[src/rtl/gvts_consts.vh]
`ifndef GVTS_CONSTS_VH
`define GVTS_CONSTS_VH

// Host command port addresses
`define GVTS_ADDR_TGT1_LAST  4'h3
`define GVTS_ADDR_TGT2       4'h4
`define GVTS_ADDR_MODE       4'h5
`define GVTS_ADDR_CEIL1      4'h6
`define GVTS_ADDR_CEIL2      4'h7
`define GVTS_ADDR_LOCK       4'h8

// Mode register fields: {src2, src1, speed2, speed1}
`define GVTS_MODE_SPEED_LSB  0
`define GVTS_MODE_SRC_LSB    2
`define GVTS_MODE_RESET      4'h0

// Reset values
`define GVTS_TGT_RESET       8'h00
`define GVTS_CEIL_RESET      4'hF
`define GVTS_LOCK_RESET      1'b1

// Boot code decode
`define GVTS_BOOT_BASE       8'h80
`define GVTS_BOOT_OFF_FIRST  8'hFB

// Offset trim codes, 25 mV is four 6.25 mV steps
`define GVTS_TRIM_UP         2'h1
`define GVTS_TRIM_DOWN       2'h2
`define GVTS_TRIM_STEPS      8'h04
`define GVTS_LEVEL_MAX       8'hFF

// Ceiling floors in 6.25 mV steps below 1.55 V, selections 0..7
`define GVTS_CEIL_0          8'h78
`define GVTS_CEIL_1          8'h66
`define GVTS_CEIL_2          8'h54
`define GVTS_CEIL_3          8'h42
`define GVTS_CEIL_4          8'h30
`define GVTS_CEIL_5          8'h1E
`define GVTS_CEIL_6          8'h0C
`define GVTS_CEIL_HIGH       8'h00

// Serial frame bit times
`define GVTS_BIT_LAST_DATA   4'h8
`define GVTS_BIT_ACK         4'h9
`define GVTS_BIT_STOP        4'hA

// Wait cycles between 6.25 mV steps of the internal target
`define GVTS_FAST_STEP_CYC   8'h02
`define GVTS_SLOW_STEP_CYC   8'h08

`endif

[src/rtl/gvts_serial_rx.v]
`timescale 1ns/1ps
`default_nettype none
`include "gvts_consts.vh"

module gvts_serial_rx (
  // Clock and reset
  input  wire       ref_clk,
  input  wire       rst,
  // Link pins
  input  wire       serialTargetClock,
  input  wire       serialTargetDataIn,
  output wire       serialTargetDataOut,
  output wire       serialTargetDataOe,
  // Received code
  output reg  [7:0] rxCode_reg,
  output reg        rxStrobe_reg
);

  localparam S_IDLE = 3'b001;
  localparam S_DATA = 3'b010;
  localparam S_TAIL = 3'b100;

  reg  [2:0] clkSync_reg;
  reg  [1:0] datSync_reg;
  reg  [2:0] state_reg;
  reg  [3:0] bitCnt_reg;
  reg  [7:0] shift_reg;
  reg        ackOe_reg;
  wire       clkRise = clkSync_reg[1] & ~clkSync_reg[2];
  wire       clkFall = ~clkSync_reg[1] & clkSync_reg[2];
  wire       dat     = datSync_reg[1];

  // The acknowledge is always a driven low
  assign serialTargetDataOut = 1'b0;
  assign serialTargetDataOe  = ackOe_reg;

  always @(posedge ref_clk or posedge rst)
  begin
    if (rst)
    begin
      clkSync_reg  <= 3'h0;
      datSync_reg  <= 2'h3;
      state_reg    <= S_IDLE;
      bitCnt_reg   <= 4'h0;
      shift_reg    <= 8'h00;
      rxCode_reg   <= 8'h00;
      rxStrobe_reg <= 1'b0;
      ackOe_reg    <= 1'b0;
    end
    else
    begin
      clkSync_reg  <= {clkSync_reg[1:0], serialTargetClock};
      datSync_reg  <= {datSync_reg[0], serialTargetDataIn};
      rxStrobe_reg <= 1'b0;
      // Drive on the falling edge so the line is settled before bit 9 is sampled
      if (clkFall)
        ackOe_reg <= (state_reg == S_TAIL) && (bitCnt_reg == `GVTS_BIT_ACK);
      if (clkRise)
      begin
        case (state_reg)
          S_IDLE:
          begin
            if (!dat)
            begin
              state_reg  <= S_DATA;
              bitCnt_reg <= 4'h1;
            end
          end
          S_DATA:
          begin
            shift_reg  <= {shift_reg[6:0], dat};
            bitCnt_reg <= bitCnt_reg + 4'h1;
            if (bitCnt_reg == `GVTS_BIT_LAST_DATA)
              state_reg <= S_TAIL;
          end
          S_TAIL:
          begin
            bitCnt_reg <= bitCnt_reg + 4'h1;
            if (bitCnt_reg == `GVTS_BIT_STOP)
            begin
              // A frame without a high stop bit is dropped
              state_reg    <= S_IDLE;
              rxStrobe_reg <= dat;
              if (dat)
                rxCode_reg <= shift_reg;
            end
          end
          default:
            state_reg <= S_IDLE;
        endcase
      end
    end
  end

endmodule // gvts_serial_rx

`default_nettype wire

[src/rtl/gvts_top.v]
// Operation
// - Each loop keeps a speed bit (0 fast, 1 slow) and a source bit (0 boot, 1 registers), both zero after reset.
// - In pin-select mode a loop holds its boot code until the host sets its source to the registers.
// - Under register control loop 1 follows one of four registers picked by the two select pins.
// - Under register control loop 2 follows its own register and ignores the select pins.
// - Target registers are writable at any time and a write to the selected one takes effect at once.
// - Register and serial codes share one table where code 0 is 1.55 V and each step is 6.25 mV lower.
// - In serial mode a loop holds its boot code until power-ok is high and a valid code has arrived.
// - A serial frame has eleven bit times: start, eight code bits, acknowledge, stop.
// - In serial mode dropping power-ok sends each loop back to its boot code.
// - Power-good stays asserted while the loops return to a boot code below FBh after power-ok drops.
// - Each loop's effective target is clamped to its ceiling whatever the code and trim.
// - Each loop picks its ceiling from eight fixed values from 0.800 V to 1.550 V; selections 7 to 15 all give 1.550 V.
// - Ceiling writes are refused while the lock bit is one; the host unlocks, writes, then relocks.
// - Boot codes use a table where 80h is 1.55 V, each step is 12.5 mV lower and FBh to FFh mean off.
`timescale 1ns/1ps
`default_nettype none
`include "gvts_consts.vh"

module gvts_top (
  // Clock and reset
  input  wire       ref_clk,
  input  wire       rst,
  // Mode and select pins
  input  wire       pinSelectMode,
  input  wire       targetSelectHigh,
  input  wire       targetSelectLow,
  input  wire       platformPowerOk,
  // Serial target link
  input  wire       serialTargetClock,
  input  wire       serialTargetDataIn,
  output reg        serialTargetDataOut,
  output reg        serialTargetDataOe,
  // Host command port
  input  wire       hostWrite,
  input  wire [3:0] hostAddr,
  input  wire [7:0] hostData,
  // Stored boot codes and trims
  input  wire [7:0] bootCode1,
  input  wire [7:0] bootCode2,
  input  wire [1:0] offsetTrim1,
  input  wire [1:0] offsetTrim2,
  // Effective targets, in 6.25 mV steps below 1.55 V
  output wire [7:0] targetLevel1,
  output wire [7:0] targetLevel2,
  output wire       targetOff1,
  output wire       targetOff2,
  output wire       outputPowerGood1,
  output wire       outputPowerGood2,
  // Status
  output reg  [3:0] modeBits,
  output reg  [3:0] ceilingSel1,
  output reg  [3:0] ceilingSel2,
  output reg        ceilingLock
);

  reg  [1:0] pinSync_reg [0:3];
  reg  [7:0] tgt1_reg [0:3];
  reg  [7:0] tgt2_reg;
  reg  [7:0] serialCode_reg;
  reg        codeValid_reg;
  wire       serialMode = ~pinSync_reg[0][1];
  wire       selHigh    = pinSync_reg[1][1];
  wire       selLow     = pinSync_reg[2][1];
  wire       powerOk    = pinSync_reg[3][1];
  wire [3:0] pinIn      = {platformPowerOk, targetSelectLow, targetSelectHigh, pinSelectMode};
  wire [7:0] rxCode;
  wire       rxStrobe;
  wire       ackOut;
  wire       ackOe;
  wire [15:0] levelAll;
  wire [1:0] offAll;
  wire [1:0] goodAll;
  wire [7:0] tgt1Sel    = tgt1_reg[{selHigh, selLow}];

  // Two-stage synchronisers for the mode, select and power-ok pins
  genvar p;
  generate
    for (p = 0; p < 4; p = p + 1)
    begin : g_sync
      always @(posedge ref_clk or posedge rst)
      begin
        if (rst)
          pinSync_reg[p] <= 2'h0;
        else
          pinSync_reg[p] <= {pinSync_reg[p][0], pinIn[p]};
      end
    end
  endgenerate

  gvts_serial_rx u_rx (
    .ref_clk             (ref_clk),
    .rst                 (rst),
    .serialTargetClock   (serialTargetClock),
    .serialTargetDataIn  (serialTargetDataIn),
    .serialTargetDataOut (ackOut),
    .serialTargetDataOe  (ackOe),
    .rxCode_reg          (rxCode),
    .rxStrobe_reg        (rxStrobe)
  );

  // Host writes and the serial code store
  integer k;
  always @(posedge ref_clk or posedge rst)
  begin
    if (rst)
    begin
      for (k = 0; k < 4; k = k + 1)
        tgt1_reg[k] <= `GVTS_TGT_RESET;
      tgt2_reg            <= `GVTS_TGT_RESET;
      modeBits            <= `GVTS_MODE_RESET;
      ceilingSel1         <= `GVTS_CEIL_RESET;
      ceilingSel2         <= `GVTS_CEIL_RESET;
      ceilingLock         <= `GVTS_LOCK_RESET;
      serialCode_reg      <= 8'h00;
      codeValid_reg       <= 1'b0;
      serialTargetDataOut <= 1'b0;
      serialTargetDataOe  <= 1'b0;
    end
    else
    begin
      serialTargetDataOut <= ackOut;
      serialTargetDataOe  <= ackOe;
      if (hostWrite)
      begin
        if (hostAddr <= `GVTS_ADDR_TGT1_LAST)
          tgt1_reg[hostAddr[1:0]] <= hostData;
        if (hostAddr == `GVTS_ADDR_TGT2)
          tgt2_reg <= hostData;
        if (hostAddr == `GVTS_ADDR_MODE)
          modeBits <= hostData[3:0];
        if (hostAddr == `GVTS_ADDR_CEIL1 && !ceilingLock)
          ceilingSel1 <= hostData[3:0];
        if (hostAddr == `GVTS_ADDR_CEIL2 && !ceilingLock)
          ceilingSel2 <= hostData[3:0];
        if (hostAddr == `GVTS_ADDR_LOCK)
          ceilingLock <= hostData[0];
      end
      // A code is only honoured while power-ok stands
      if (!powerOk)
        codeValid_reg <= 1'b0;
      else if (rxStrobe)
      begin
        codeValid_reg  <= 1'b1;
        serialCode_reg <= rxCode;
      end
    end
  end

  // Ceiling selection to the lowest allowed level index
  function [7:0] ceilFloor;
    input [3:0] sel;
    begin
      case (sel)
        4'h0:    ceilFloor = `GVTS_CEIL_0;
        4'h1:    ceilFloor = `GVTS_CEIL_1;
        4'h2:    ceilFloor = `GVTS_CEIL_2;
        4'h3:    ceilFloor = `GVTS_CEIL_3;
        4'h4:    ceilFloor = `GVTS_CEIL_4;
        4'h5:    ceilFloor = `GVTS_CEIL_5;
        4'h6:    ceilFloor = `GVTS_CEIL_6;
        default: ceilFloor = `GVTS_CEIL_HIGH;
      endcase
    end
  endfunction

  genvar i;
  generate
    for (i = 0; i < 2; i = i + 1)
    begin : g_loop
      wire [7:0] boot    = (i == 0) ? bootCode1 : bootCode2;
      wire [1:0] trim    = (i == 0) ? offsetTrim1 : offsetTrim2;
      wire [3:0] ceilSel = (i == 0) ? ceilingSel1 : ceilingSel2;
      wire [7:0] regCode = (i == 0) ? tgt1Sel : tgt2_reg;
      wire       srcReg  = modeBits[`GVTS_MODE_SRC_LSB + i];
      wire       slow    = modeBits[`GVTS_MODE_SPEED_LSB + i];
      // Boot steps are twice the size of the shared table's steps
      wire       bootOff = boot >= `GVTS_BOOT_OFF_FIRST;
      wire [7:0] bootLvl = (boot < `GVTS_BOOT_BASE) ? 8'h00 :
                           {boot[6:0] - 7'h00, 1'b0};
      reg  [7:0] reqLvl;
      reg        reqOff;
      reg  [7:0] trimLvl;
      reg  [7:0] goalLvl;
      reg  [7:0] level_reg;
      reg  [7:0] stepCnt_reg;
      reg        off_reg;
      reg        good_reg;

      always @*
      begin
        reqLvl = bootLvl;
        reqOff = bootOff;
        if (serialMode)
        begin
          if (powerOk && codeValid_reg)
          begin
            reqLvl = serialCode_reg;
            reqOff = 1'b0;
          end
        end
        else if (srcReg)
        begin
          reqLvl = regCode;
          reqOff = 1'b0;
        end
        trimLvl = reqLvl;
        if (trim == `GVTS_TRIM_UP)
          trimLvl = (reqLvl < `GVTS_TRIM_STEPS) ? 8'h00 : reqLvl - `GVTS_TRIM_STEPS;
        else if (trim == `GVTS_TRIM_DOWN)
          trimLvl = (reqLvl > `GVTS_LEVEL_MAX - `GVTS_TRIM_STEPS) ?
                    `GVTS_LEVEL_MAX : reqLvl + `GVTS_TRIM_STEPS;
        // Higher index means lower voltage, so the ceiling is a floor on the index
        goalLvl = (trimLvl < ceilFloor(ceilSel)) ? ceilFloor(ceilSel) : trimLvl;
      end

      always @(posedge ref_clk or posedge rst)
      begin
        if (rst)
        begin
          level_reg   <= 8'h00;
          stepCnt_reg <= 8'h00;
          off_reg     <= 1'b1;
          good_reg    <= 1'b0;
        end
        else
        begin
          off_reg <= reqOff;
          if (level_reg == goalLvl)
            stepCnt_reg <= 8'h00;
          else if (stepCnt_reg != 8'h00)
            stepCnt_reg <= stepCnt_reg - 8'h01;
          else
          begin
            stepCnt_reg <= slow ? `GVTS_SLOW_STEP_CYC : `GVTS_FAST_STEP_CYC;
            level_reg   <= (level_reg < goalLvl) ? level_reg + 8'h01 : level_reg - 8'h01;
          end
          // Once good, only an off request clears it, so a return to a boot code below FBh keeps it
          if (reqOff)
            good_reg <= 1'b0;
          else if (level_reg == goalLvl)
            good_reg <= 1'b1;
        end
      end

      assign levelAll[i*8 +: 8] = level_reg;
      assign offAll[i]          = off_reg;
      assign goodAll[i]         = good_reg;
    end
  endgenerate

  assign targetLevel1     = levelAll[7:0];
  assign targetLevel2     = levelAll[15:8];
  assign targetOff1       = offAll[0];
  assign targetOff2       = offAll[1];
  assign outputPowerGood1 = goodAll[0];
  assign outputPowerGood2 = goodAll[1];

endmodule // gvts_top

`default_nettype wire

[config.mk]
export PLATFORM = sky130hd
export DESIGN_NAME = gvts_top
export DESIGN_NICKNAME = d
export VERILOG_FILES = /design/src/rtl/gvts_serial_rx.v /design/src/rtl/gvts_top.v
export VERILOG_INCLUDE_DIRS = /design/src /design/src/rtl
export SDC_FILE = /design/constraint.sdc
export NUM_CORES = 1
export LEC_CHECK = 0
export BUFFER_PORTS_ARGS = -buffer_cell sky130_fd_sc_hd__buf_4
export CAP_MARGIN = 10
export CORE_MARGIN = 5
export CORE_UTILIZATION = 49
export CTS_CLUSTER_DIAMETER = 30
export CTS_CLUSTER_SIZE = 20
export DETAILED_ROUTE_END_ITERATION = 8
export GPL_TIMING_DRIVEN = 1
export HOLD_SLACK_MARGIN = 0.06
export PLACE_DENSITY = 0.68
export SLEW_MARGIN = 20
export SYNTH_ARGS = -nofsm -noshare
export SYNTH_HDL_FRONTEND = slang
export SYNTH_HIERARCHICAL = 1
export SYNTH_SLANG_ARGS = --single-unit
[constraint.sdc]
create_clock -name ref_clk -period 11.5 [get_ports ref_clk]
set_clock_uncertainty 0.15 [all_clocks]
set_input_delay 1.15 -clock ref_clk [delete_from_list [all_inputs] [get_ports ref_clk]]
set_output_delay 1.15 -clock ref_clk [all_outputs]
set_load 0.1 [all_outputs]
Word level (Yosys, flattened, before mapping)

Cells that the tools add are included.

Register bits: 137
Input bits: 41
Output and inout bits: 35
Logic and storage cells: 184

Add/sub/neg operators: 11
$lt $le $gt $ge: 16
Eq/ne operators: 33
Muxes and demuxes: 55
Bitwise logic cells: 10
Reduce and logical (&&, ||, !) cells: 27

Operator list:

| cell                  | number |
|---|---|
| $mux W8               | 27 |
| $pmux W7 S7           | 2 |
| $eq A4 B3 Y1 const B  | 10 |
| $bwmux W32            | 1 |
| $lt A8 B8 Y1          | 4 |
| $sub A8 B1 Y8 const B | 4 |
| $reduce_and A2 Y1     | 10 |
| $add A8 B1 Y8 const B | 2 |
| $add A8 B3 Y8 const B | 2 |
| $bmux W8 S2           | 1 |
| $demux W8 S2          | 1 |
| $eq A4 B2 Y1 const B  | 4 |
| $eq A4 B4 Y1 const B  | 4 |
| $eq A8 B8 Y1          | 2 |
| $ge A8 B8 Y1 const B  | 2 |
| $gt A8 B8 Y1 const B  | 2 |
| $lt A8 B3 Y1 const B  | 2 |
| $lt A8 B8 Y1 const B  | 2 |
| $reduce_bool A8 Y1    | 2 |
| $sub A8 B3 Y8 const B | 2 |
| $mux W1               | 15 |
| $mux W4               | 3 |
| $mux W3               | 3 |
| $pmux W3 S3           | 1 |
| 23 further kinds      | 44 |

Depth between registers and ports, before layout

Gate-level depths: netlist (run 1).

Word-level depth: 15
Mapped depth: 39
Gate-level depth less buffers: 36

Cells and area by module

Netlist (run 1), hierarchy kept.

By module, submodules not included:

| module         | times used | cells an instance | area each (um2) | seq. area each (um2) |
|---|---|---|---|---|
| gvts_top       | 1          | 674               | 6,914.1         | 2,716.4 |
| gvts_serial_rx | 1          | 99                | 1,310.0         | 754.5 |

Least setup slack after synthesis (run 1)

No wires, ideal clock.

Path kind: input port to flip-flop
Start point: in bootCode2[7]
End point: reg g_loop[1].level_reg[7] (netlist: targetLevel2[7])
Setup time: 162 ps
Arrival: 6,960 ps
Required time: 11,188 ps
Setup slack: 4,228 ps
Cell stages on the path: 35
Path through: clkbuf_1 -> nand2_1 -> a311oi_2 -> ha_1 -> inv_1 -> nor2_1 -> nand4_1 -> nor3_2 -> o21ai_0 -> a211oi_1 -> ha_1 -> o21a_1 -> o21ai_0 -> a211oi_1 -> or3_1 -> buf_4 -> mux2_1 -> ha_1 -> nor2b_1 -> o21ai_0 -> nand2b_1 -> a21oi_1 -> o21ai_0 -> nand3_1 -> nand2_1 -> ha_1 -> a21o_1 -> a21o_1 -> a21oi_1 -> nor2_1 -> nor2_1 -> o21ai_0 -> a21o_1 -> a21oi_1 -> xor2_1

Word-level cells in the longest chain between the ends: 13

Ends and longest elaborated chain:

| element                                                 | line                           | text |
|---|---|---|
| start: declaration                                      | gvts_top.v:40                  | `input wire [7:0] bootCode2,` |
| $lt A8 B8 Y1 (no line) *                                | -                              |  |
| $mux W8 *                                               | gvts_top.v:179                 | `` wire [7:0] bootLvl = (boot < `GVTS_BOOT_BASE) ? 8'h00 : `` |
| $mux W8, on equally long branches                       | gvts_top.v:196, gvts_top.v:202 |  |
| $mux W8 *                                               | gvts_top.v:194                 | `if (serialMode)` |
| $add A8 B3 Y8 (no line) or $gt A8 B8 Y1 (tied branches) | -                              |  |
| $mux W8 (no line)                                       | -                              |  |
| $mux W8                                                 | gvts_top.v:210                 | `` else if (trim == `GVTS_TRIM_DOWN) `` |
| $mux W8 *                                               | gvts_top.v:208                 | `` if (trim == `GVTS_TRIM_UP) `` |
| $lt A8 B8 Y1                                            | gvts_top.v:214                 | `goalLvl = (trimLvl < ceilFloor(ceilSel)) ? ceilFloor(ceilSel) : trimLvl;` |
| $mux W8 *                                               | gvts_top.v:214                 |  |
| branches (longest 3 deep; another with $lt A8 B8 Y1)    | -                              |  |
| end signal: assignment                                  | gvts_top.v:236                 | `level_reg <= (level_reg < goalLvl) ? level_reg + 8'h01 : level_reg - 8'h01;` |
| end: declaration                                        | gvts_top.v:185                 | `reg [7:0] level_reg;` |

Mark *: on every way between the ends.
A chain may end at the register's enable or synchronous reset.

Final worst setup path (run 1)

Start point: reg pinSync_reg[7] in the netlist's numbering
End point: reg g_loop[1].level_reg[7] (netlist: targetLevel2[7])

Word-level cells in the longest chain between the ends: 10

Ends and longest elaborated chain:

| element                                                 | line           | text |
|---|---|---|
| start: declaration                                      | gvts_top.v:57  | `reg [1:0] pinSync_reg [0:3];` |
| start signal: indexed assignment                        | gvts_top.v:86  | `pinSync_reg[p] <= {pinSync_reg[p][0], pinIn[p]};` |
| $mux W8 *                                               | gvts_top.v:194 |  |
| $add A8 B3 Y8 (no line) or $gt A8 B8 Y1 (tied branches) | -              |  |
| $mux W8 (no line)                                       | -              |  |
| $mux W8                                                 | gvts_top.v:210 |  |
| $mux W8 *                                               | gvts_top.v:208 |  |
| $lt A8 B8 Y1                                            | gvts_top.v:214 |  |
| $mux W8 *                                               | gvts_top.v:214 |  |
| branches (longest 3 deep; another with $lt A8 B8 Y1)    | -              |  |

Marked as above.

==> summary.md, run 1 <==
- 0.01652 sq mm — Floorplan Core Area
- 18 — maximum fanout along the worst path
- 0 — initial antenna violation count
- 3.68 ns — Worst R2R Setup Slack
- 2 — buffers from clock root to sink, at most
- dfrtp_1 — Max stage delay cell, worst path
- 0 — hold_buf cts
- targetLevel2[7] — endpoint of the lowest-slack register-to-register path
- 0.003471 sq mm — FF/Latch Area
- 5.669 — drt via density
- 0.4977 — initial core utilization
- 0.42 ns — worst skew pair latency
- 0.06 ns — clock transition time at the flip-flop clock pins of the worst setup and hold paths
- 138 — flop and latch count out of synthesis
- 8.00 ns — CP Data Arrival Time
- 238.7 mW/mm^2 — pwr/cell area
- 11.69 ns — required arrival time at the worst endpoint
- 946 — Final #Nets
- 0 — detailed-route DRC error count
- 0.1518 mV — VDD IR-drop max
- 773 — number of instances in the synthesized netlist
- 0.8759 — final RePlAce weighted congestion
- 75 — count of input and output buffers
- 0.7918 ns — Least-Margin Pin Slew
- 14420 um — HPWL Detailed
- dfrtp_1 — most common cell after layout, fill and taps aside
- 76 — count of unique library cells instantiated by Yosys
- 0.6798 — portion of the clock cycle consumed by the worst path in the final layout
- flip-flop — kind of end point of the critical path
- yes — clock tree from TritonCTS
- 0 — number of max-capacitance violations reported
- nor2_1 — crit-path most repeated cell
- 4 — H-tree depth
- 0 — remaining antenna violation count
- pinSync_reg[7] — launch point of the worst reg-to-reg path
- 17.48 um — DR WL/cell
- 0 — post-cts repair resize count
- 0.77 ns — Slowest Stage Delay on Critical Path
- 6286 — vias in the first global route
- 0 ns — Total Negative Setup Slacks
- pinSync_reg[3] — endpoint of the worst hold-timing path
- false — setup repair after global routing missed its margin
- 0.004519 sq mm — area of combinational cells with multiple inputs
- 0 — Max Slew Vio Count
- 138 — number of sinks handled by clock tree synthesis
- 4.440 nW — static leakage
- reg2reg — category of the most critical setup path
- 378 — drt first-iter violations
- 6140 — DR vias
- 32 — number of flip-flops in the largest register
- 3.654 ns — minimum setup slack after placement
- 0 — Setup Viol. Count Final
- 1.000 — post-synthesis async set-or-reset flop share
- 0.2769 — fraction of final layout cells with drive strength greater than 1
- 0 — Final Hold Violating Endpoints
- 0 — number of cells on the worst hold path
- 0 — number of antenna repair diodes
- 10.64 sq um — Mapped Avg Cell Area
- 17 — clock buffers created by TritonCTS
- 7.818 ns — shortest period the worst path allows
- 139.6 um — floorplan die width
- 0.008224 sq mm — mapped cell area
- 127.9 MHz — max frequency
- 0.4220 — portion of the post-synthesis area used by sequential elements
- 868 — Net Count, Synth
- 1416 — fill count
- 35 — depth of the worst register-to-register path
- 47 — Placement Rows
- 3.682 ns — post-layout worst setup margin
- 0.01947 sq mm — Total Die Area
- 0 — number of enable flip-flop cells after synthesis
- reg2reg — Tightest Hold Check Type
- 5 — Initial DRT Pass Iterations
- pinSync_reg[2] — hold path start
- 15.75% — Syn-to-layout area delta
- 139.6 um — Die Y-Extent
- 0 — global-route congestion overflow total
- 0 — post-CTS setup buffers
- 76 — num ports
- complete, no violations — status
- 31730 um — first-pass GRT wire length
- 124 x dfrtp_1, 86 x mux2_2, 75 x buf_4, 61 x nand2_1 — commonest cells after routing, fill and taps aside
- 0.1991 — Tot GR Track Use
- 85 — pin count of the biggest net entering global routing
- 18930 um — Total Routed Length
- clkbuf_16 — cell chosen for the clock root
- dfrtp_1 — commonest register cell after synthesis
- 0.4650 — worst relative slew slack
- flip-flop — Critical Path Start Type
- 6 — number of warnings reported in the yosys synthesis log
kinds of logic (layout without fill, tap and decap cells):
family | count (synthesis) | in the layout | synth area share
compound gates | 157 | 157 | 0.1272
xor+xnor | 30 | 30 | 0.03195
fa+ha+maj | 55 | 55 | 0.08520
buf+inv | 47 | 137 | 0.02845
flops | 138 | 138 | 0.4220
mux | 103 | 103 | 0.1403
other cells | 1 | 1 | 0.0004560
simple gates | 242 | 242 | 0.1645
worst max-delay path, delay by kind of cell (launching register included):
family                   cells  cell delay (ns)
XOR/XNOR                     1             0.15
flip-flops                   1             0.77
buffers and inverters        1             0.05
multiplexers                 1             0.36
AO/OA/AOI/OAI               14             2.81
adder cells (fa/ha/maj)      4             1.10
AND/OR/NAND/NOR             14             2.32
layer usage:
metal | GRT usage | routed length [um]
met5 | 0 | 0
met4 | 0.06833 | 313
met3 | 0.04082 | 736
met2 | 0.3277 | 9318
met1 | 0.2635 | 8562
power by group:
| part | total, mW | internal [mW] | switching [mW] |
|---|---|---|---|
| Combinational | 1.03 | 0.384 | 0.647 |
| Sequential | 0.729 | 0.606 | 0.123 |
| Clock | 0.512 | 0.304 | 0.208 |
per-stage QoR:
step / cell area [sq um] / utilization / power [mW] / hold WS (ns) / cells
after floorplan: 8224 / - / 1.538 / 0.1812 / 773
after global placement: 8956 / 0.5420 / 1.716 / 0.1832 / 1052
after detailed placement: 8956 / 0.5420 / 1.761 / 0.1862 / 1052
after CTS: 9515 / 0.5758 / 2.289 / 0.2003 / 1083
after global routing: 9519 / 0.5761 / 2.437 / 0.2074 / 1083
final: 9519 / 0.5761 / 2.272 / 0.1973 / 1083
synth_stat cells, types with 5 or more instances:
library cell	instances	area (sq um)
o21ai_1	7	35.03
dfrtp_1	124	3103
xor2_1	15	131.4
ha_1	52	650.6
nor3_1	11	55.05
and3_1	6	37.54
inv_1	29	108.9
o21ai_0	32	160.2
mux2i_1	14	140.1
xnor2_1	15	131.4
nand3b_1	9	67.56
nor2b_1	13	81.33
a21oi_1	41	205.2
nand2_1	61	229.0
nand2b_1	15	93.84
nor2_1	52	195.2
or2_2	5	31.28
buf_4	5	37.54
o22ai_1	7	43.79
dfstp_2	14	367.9
nand4_1	10	62.56
mux2_2	86	968.4
a211oi_1	16	120.1
clkbuf_1	5	18.77
a31oi_1	5	31.28
nand3_1	16	80.08
nor4_1	7	43.79
a21o_1	13	97.59
and2_1	5	31.28
area by class of cell:
type	count	area share
Multi-Input combinational cell	588	0.4748
Sequential cell	138	0.3646
Clock buffer	19	0.04653
Timing Repair Buffer	76	0.06033
Tap cell	220	0.02892
Clock inverter	12	0.01222
Inverter	30	0.01262
worst max path at each step:
stage | slack, ns | start | to | cells after the start
floorplan | 4.23 | bootCode2[7] | targetLevel2[7] | 35
global placement | 3.98 | bootCode1[7] | targetLevel1[7] | 33
detailed placement | 3.65 | bootCode2[7] | targetLevel2[7] | 34
CTS | 3.75 | pinSync_reg[7] | targetLevel2[7] | 34
global route | 3.04 | pinSync_reg[7] | targetLevel2[7] | 34
finish | 3.68 | pinSync_reg[7] | targetLevel2[7] | 35
No activity file was read; power rests on OpenSTA's default activity.
==> inputs of run 2 (changes only) <==
clock period = 7.55 ns   (was 11.5 ns; I/O delays follow)
==> run 2 against run 1 <==
Register-to-register slack got worse by 3.2 ns. Clock-buffer cell count did not move. Sequential share of layout area fell by 0.33 points. Utilization rose by 0.59 points. Total power rose by 54%. Wire length rose by 3.2%. Critical path depth rose by 1. Highest routed layer unchanged. Final cell count rose by 0.46%. Clock power rose by 55%.
==> summary.md, run 2 (same netlist as run 1, synthesis figures left out) <==
- complete, no violations — status
- 17.96 um — DR WL/cell
- 141.0 MHz — max frequency
- dfrtp_2 — Max stage delay cell, worst path
- clkbuf_16 — cell chosen for the clock root
- 0 — number of cells on the worst hold path
- 32 — number of flip-flops in the largest register
- 0.4977 — initial core utilization
- 301 — drt first-iter violations
- 0.47 ns — Slowest Stage Delay on Critical Path
- 0.8601 — final RePlAce weighted congestion
- 36 — depth of the worst register-to-register path
- 0.4588 ns — post-layout worst setup margin
- 138 — number of sinks handled by clock tree synthesis
- 0 — Max Slew Vio Count
- 67 — pin count of the biggest net entering global routing
- 17 — clock buffers created by TritonCTS
- 0 — Setup Viol. Count Final
- 75 — count of input and output buffers
- 0.01947 sq mm — Total Die Area
- 139.6 um — floorplan die width
- 0 — global-route congestion overflow total
- 76 — num ports
- 0 — initial antenna violation count
- reg2reg — category of the most critical setup path
- 5.744 — drt via density
- 19540 um — Total Routed Length
- 0 — hold_buf cts
- 0 — remaining antenna violation count
- flip-flop — Critical Path Start Type
- 32110 um — first-pass GRT wire length
- 7.75 ns — required arrival time at the worst endpoint
- 0.8536 ns — Least-Margin Pin Slew
- 0.2041 — Tot GR Track Use
- 0.1960 mV — VDD IR-drop max
- 0 — number of antenna repair diodes
- 0 — post-CTS setup buffers
- yes — clock tree from TritonCTS
- 0.1341 ns — minimum setup slack after placement
- 7.091 ns — shortest period the worst path allows
- 2 — buffers from clock root to sink, at most
- 1412 — fill count
- 4.475 nW — static leakage
- 363.6 mW/mm^2 — pwr/cell area
- 0.4232 — worst relative slew slack
- 4 — H-tree depth
- 0 — detailed-route DRC error count
- 0 — post-cts repair resize count
- 0 — number of max-capacitance violations reported
- false — setup repair after global routing missed its margin
- 0 ns — Total Negative Setup Slacks
- reg2reg — Tightest Hold Check Type
- 121 x dfrtp_1, 86 x mux2_2, 79 x buf_4, 60 x nand2_1 — commonest cells after routing, fill and taps aside
- 0.9392 — portion of the clock cycle consumed by the worst path in the final layout
- 3.497 mW — Total Power Consumption
- 139.6 um — Die Y-Extent
- 6329 — vias in the first global route
- 16.93% — Syn-to-layout area delta
- 5 — Initial DRT Pass Iterations
- 0 — Final Hold Violating Endpoints
- flip-flop — kind of end point of the critical path
- 0.2961 — fraction of final layout cells with drive strength greater than 1
- dfrtp_1 — most common cell after layout, fill and taps aside
- 0.43 ns — worst skew pair latency
- 0.01652 sq mm — Floorplan Core Area
- 6250 — DR vias
- 13 — maximum fanout along the worst path
- 0.06 ns — clock transition time at the flip-flop clock pins of the worst setup and hold paths
- 950 — Final #Nets
- 14700 um — HPWL Detailed
- 7.29 ns — CP Data Arrival Time
- 47 — Placement Rows
-- run 2: cell count changes in the layout (fill, tap and decap cells not counted), sizes merged --
cell / previous run / this run
inv: 32 / 38
bufinv: 1 / 0
clkinv: 7 / 3
buf: 76 / 80
-- run 2: cell type report --
type / instances / area, sq um / share of cell area
Timing Repair Buffer: 80 / 604.3 / 0.06284
Sequential cell: 138 / 3475 / 0.3613
Tap cell: 220 / 275.3 / 0.02862
Clock buffer: 19 / 442.9 / 0.04606
Multi-Input combinational cell: 588 / 4578 / 0.4761
Clock inverter: 13 / 121.4 / 0.01262
Inverter: 30 / 120.1 / 0.01249
-- run 2: path summary, 6_finish.rpt --
| path | startpoint | to | slack, ns |
|---|---|---|---|
| worst max-delay path | pinSync_reg[7] | targetLevel2[7] | 0.46 |
| worst min-delay path | u_rx/clkSync_reg[0] | u_rx/clkSync_reg[1] | 0.20 |
| worst max register to register | pinSync_reg[7] | targetLevel2[7] | 0.46 |
| worst min register to register | u_rx/clkSync_reg[0] | u_rx/clkSync_reg[1] | 0.20 |
| max in group asynchronous | rst | pinSync_reg[7] | 5.73 |
| min in group asynchronous | rst | serialTargetDataOe | 0.24 |
-- run 2: layer usage --
metal | wire, um | global-route usage | up-vias | share of wire
li1 | - | - | 2985 | -
met1 | 8873 | 0.2681 | 3113 | 0.45
met3 | 737 | 0.04871 | 31 | 0.038
met2 | 9477 | 0.3331 | 121 | 0.49
met4 | 448 | 0.07037 | 0 | 0.023
met5 | 0 | 0 | - | 0
-- run 2: power by group --
group	switching (mW)	internal (mW)
clock	0.351	0.443
combinational	0.999	0.597
sequential	0.183	0.923
total	1.53	1.96
-- run 2: metrics by stage --
| step | area (sq um) | hold WS, ns | utilization | cells |
|---|---|---|---|---|
| 2_1_floorplan | 8224 | 0.1812 | - | 773 |
| 5_1_grt | 9617 | 0.2118 | 0.5820 | 1088 |
| 4_1_cts | 9550 | 0.2020 | 0.5780 | 1088 |
| 6_report | 9617 | 0.1983 | 0.5820 | 1088 |
| 3_3_place_gp | 8986 | 0.1845 | 0.5438 | 1056 |
| 3_5_place_dp | 8986 | 0.1865 | 0.5438 | 1056 |
-- run 2: critical path, delay by kind of cell, from the launching register on --
family,cells,cell delay (ns)
AOI/OAI and AO/OA,15,2.49
adders and majority gates,4,1.17
muxes,1,0.34
DFF,1,0.47
xor gates and xnor gates,1,0.15
buffers and inverters,2,0.21
and+or+nand+nor,13,2.00
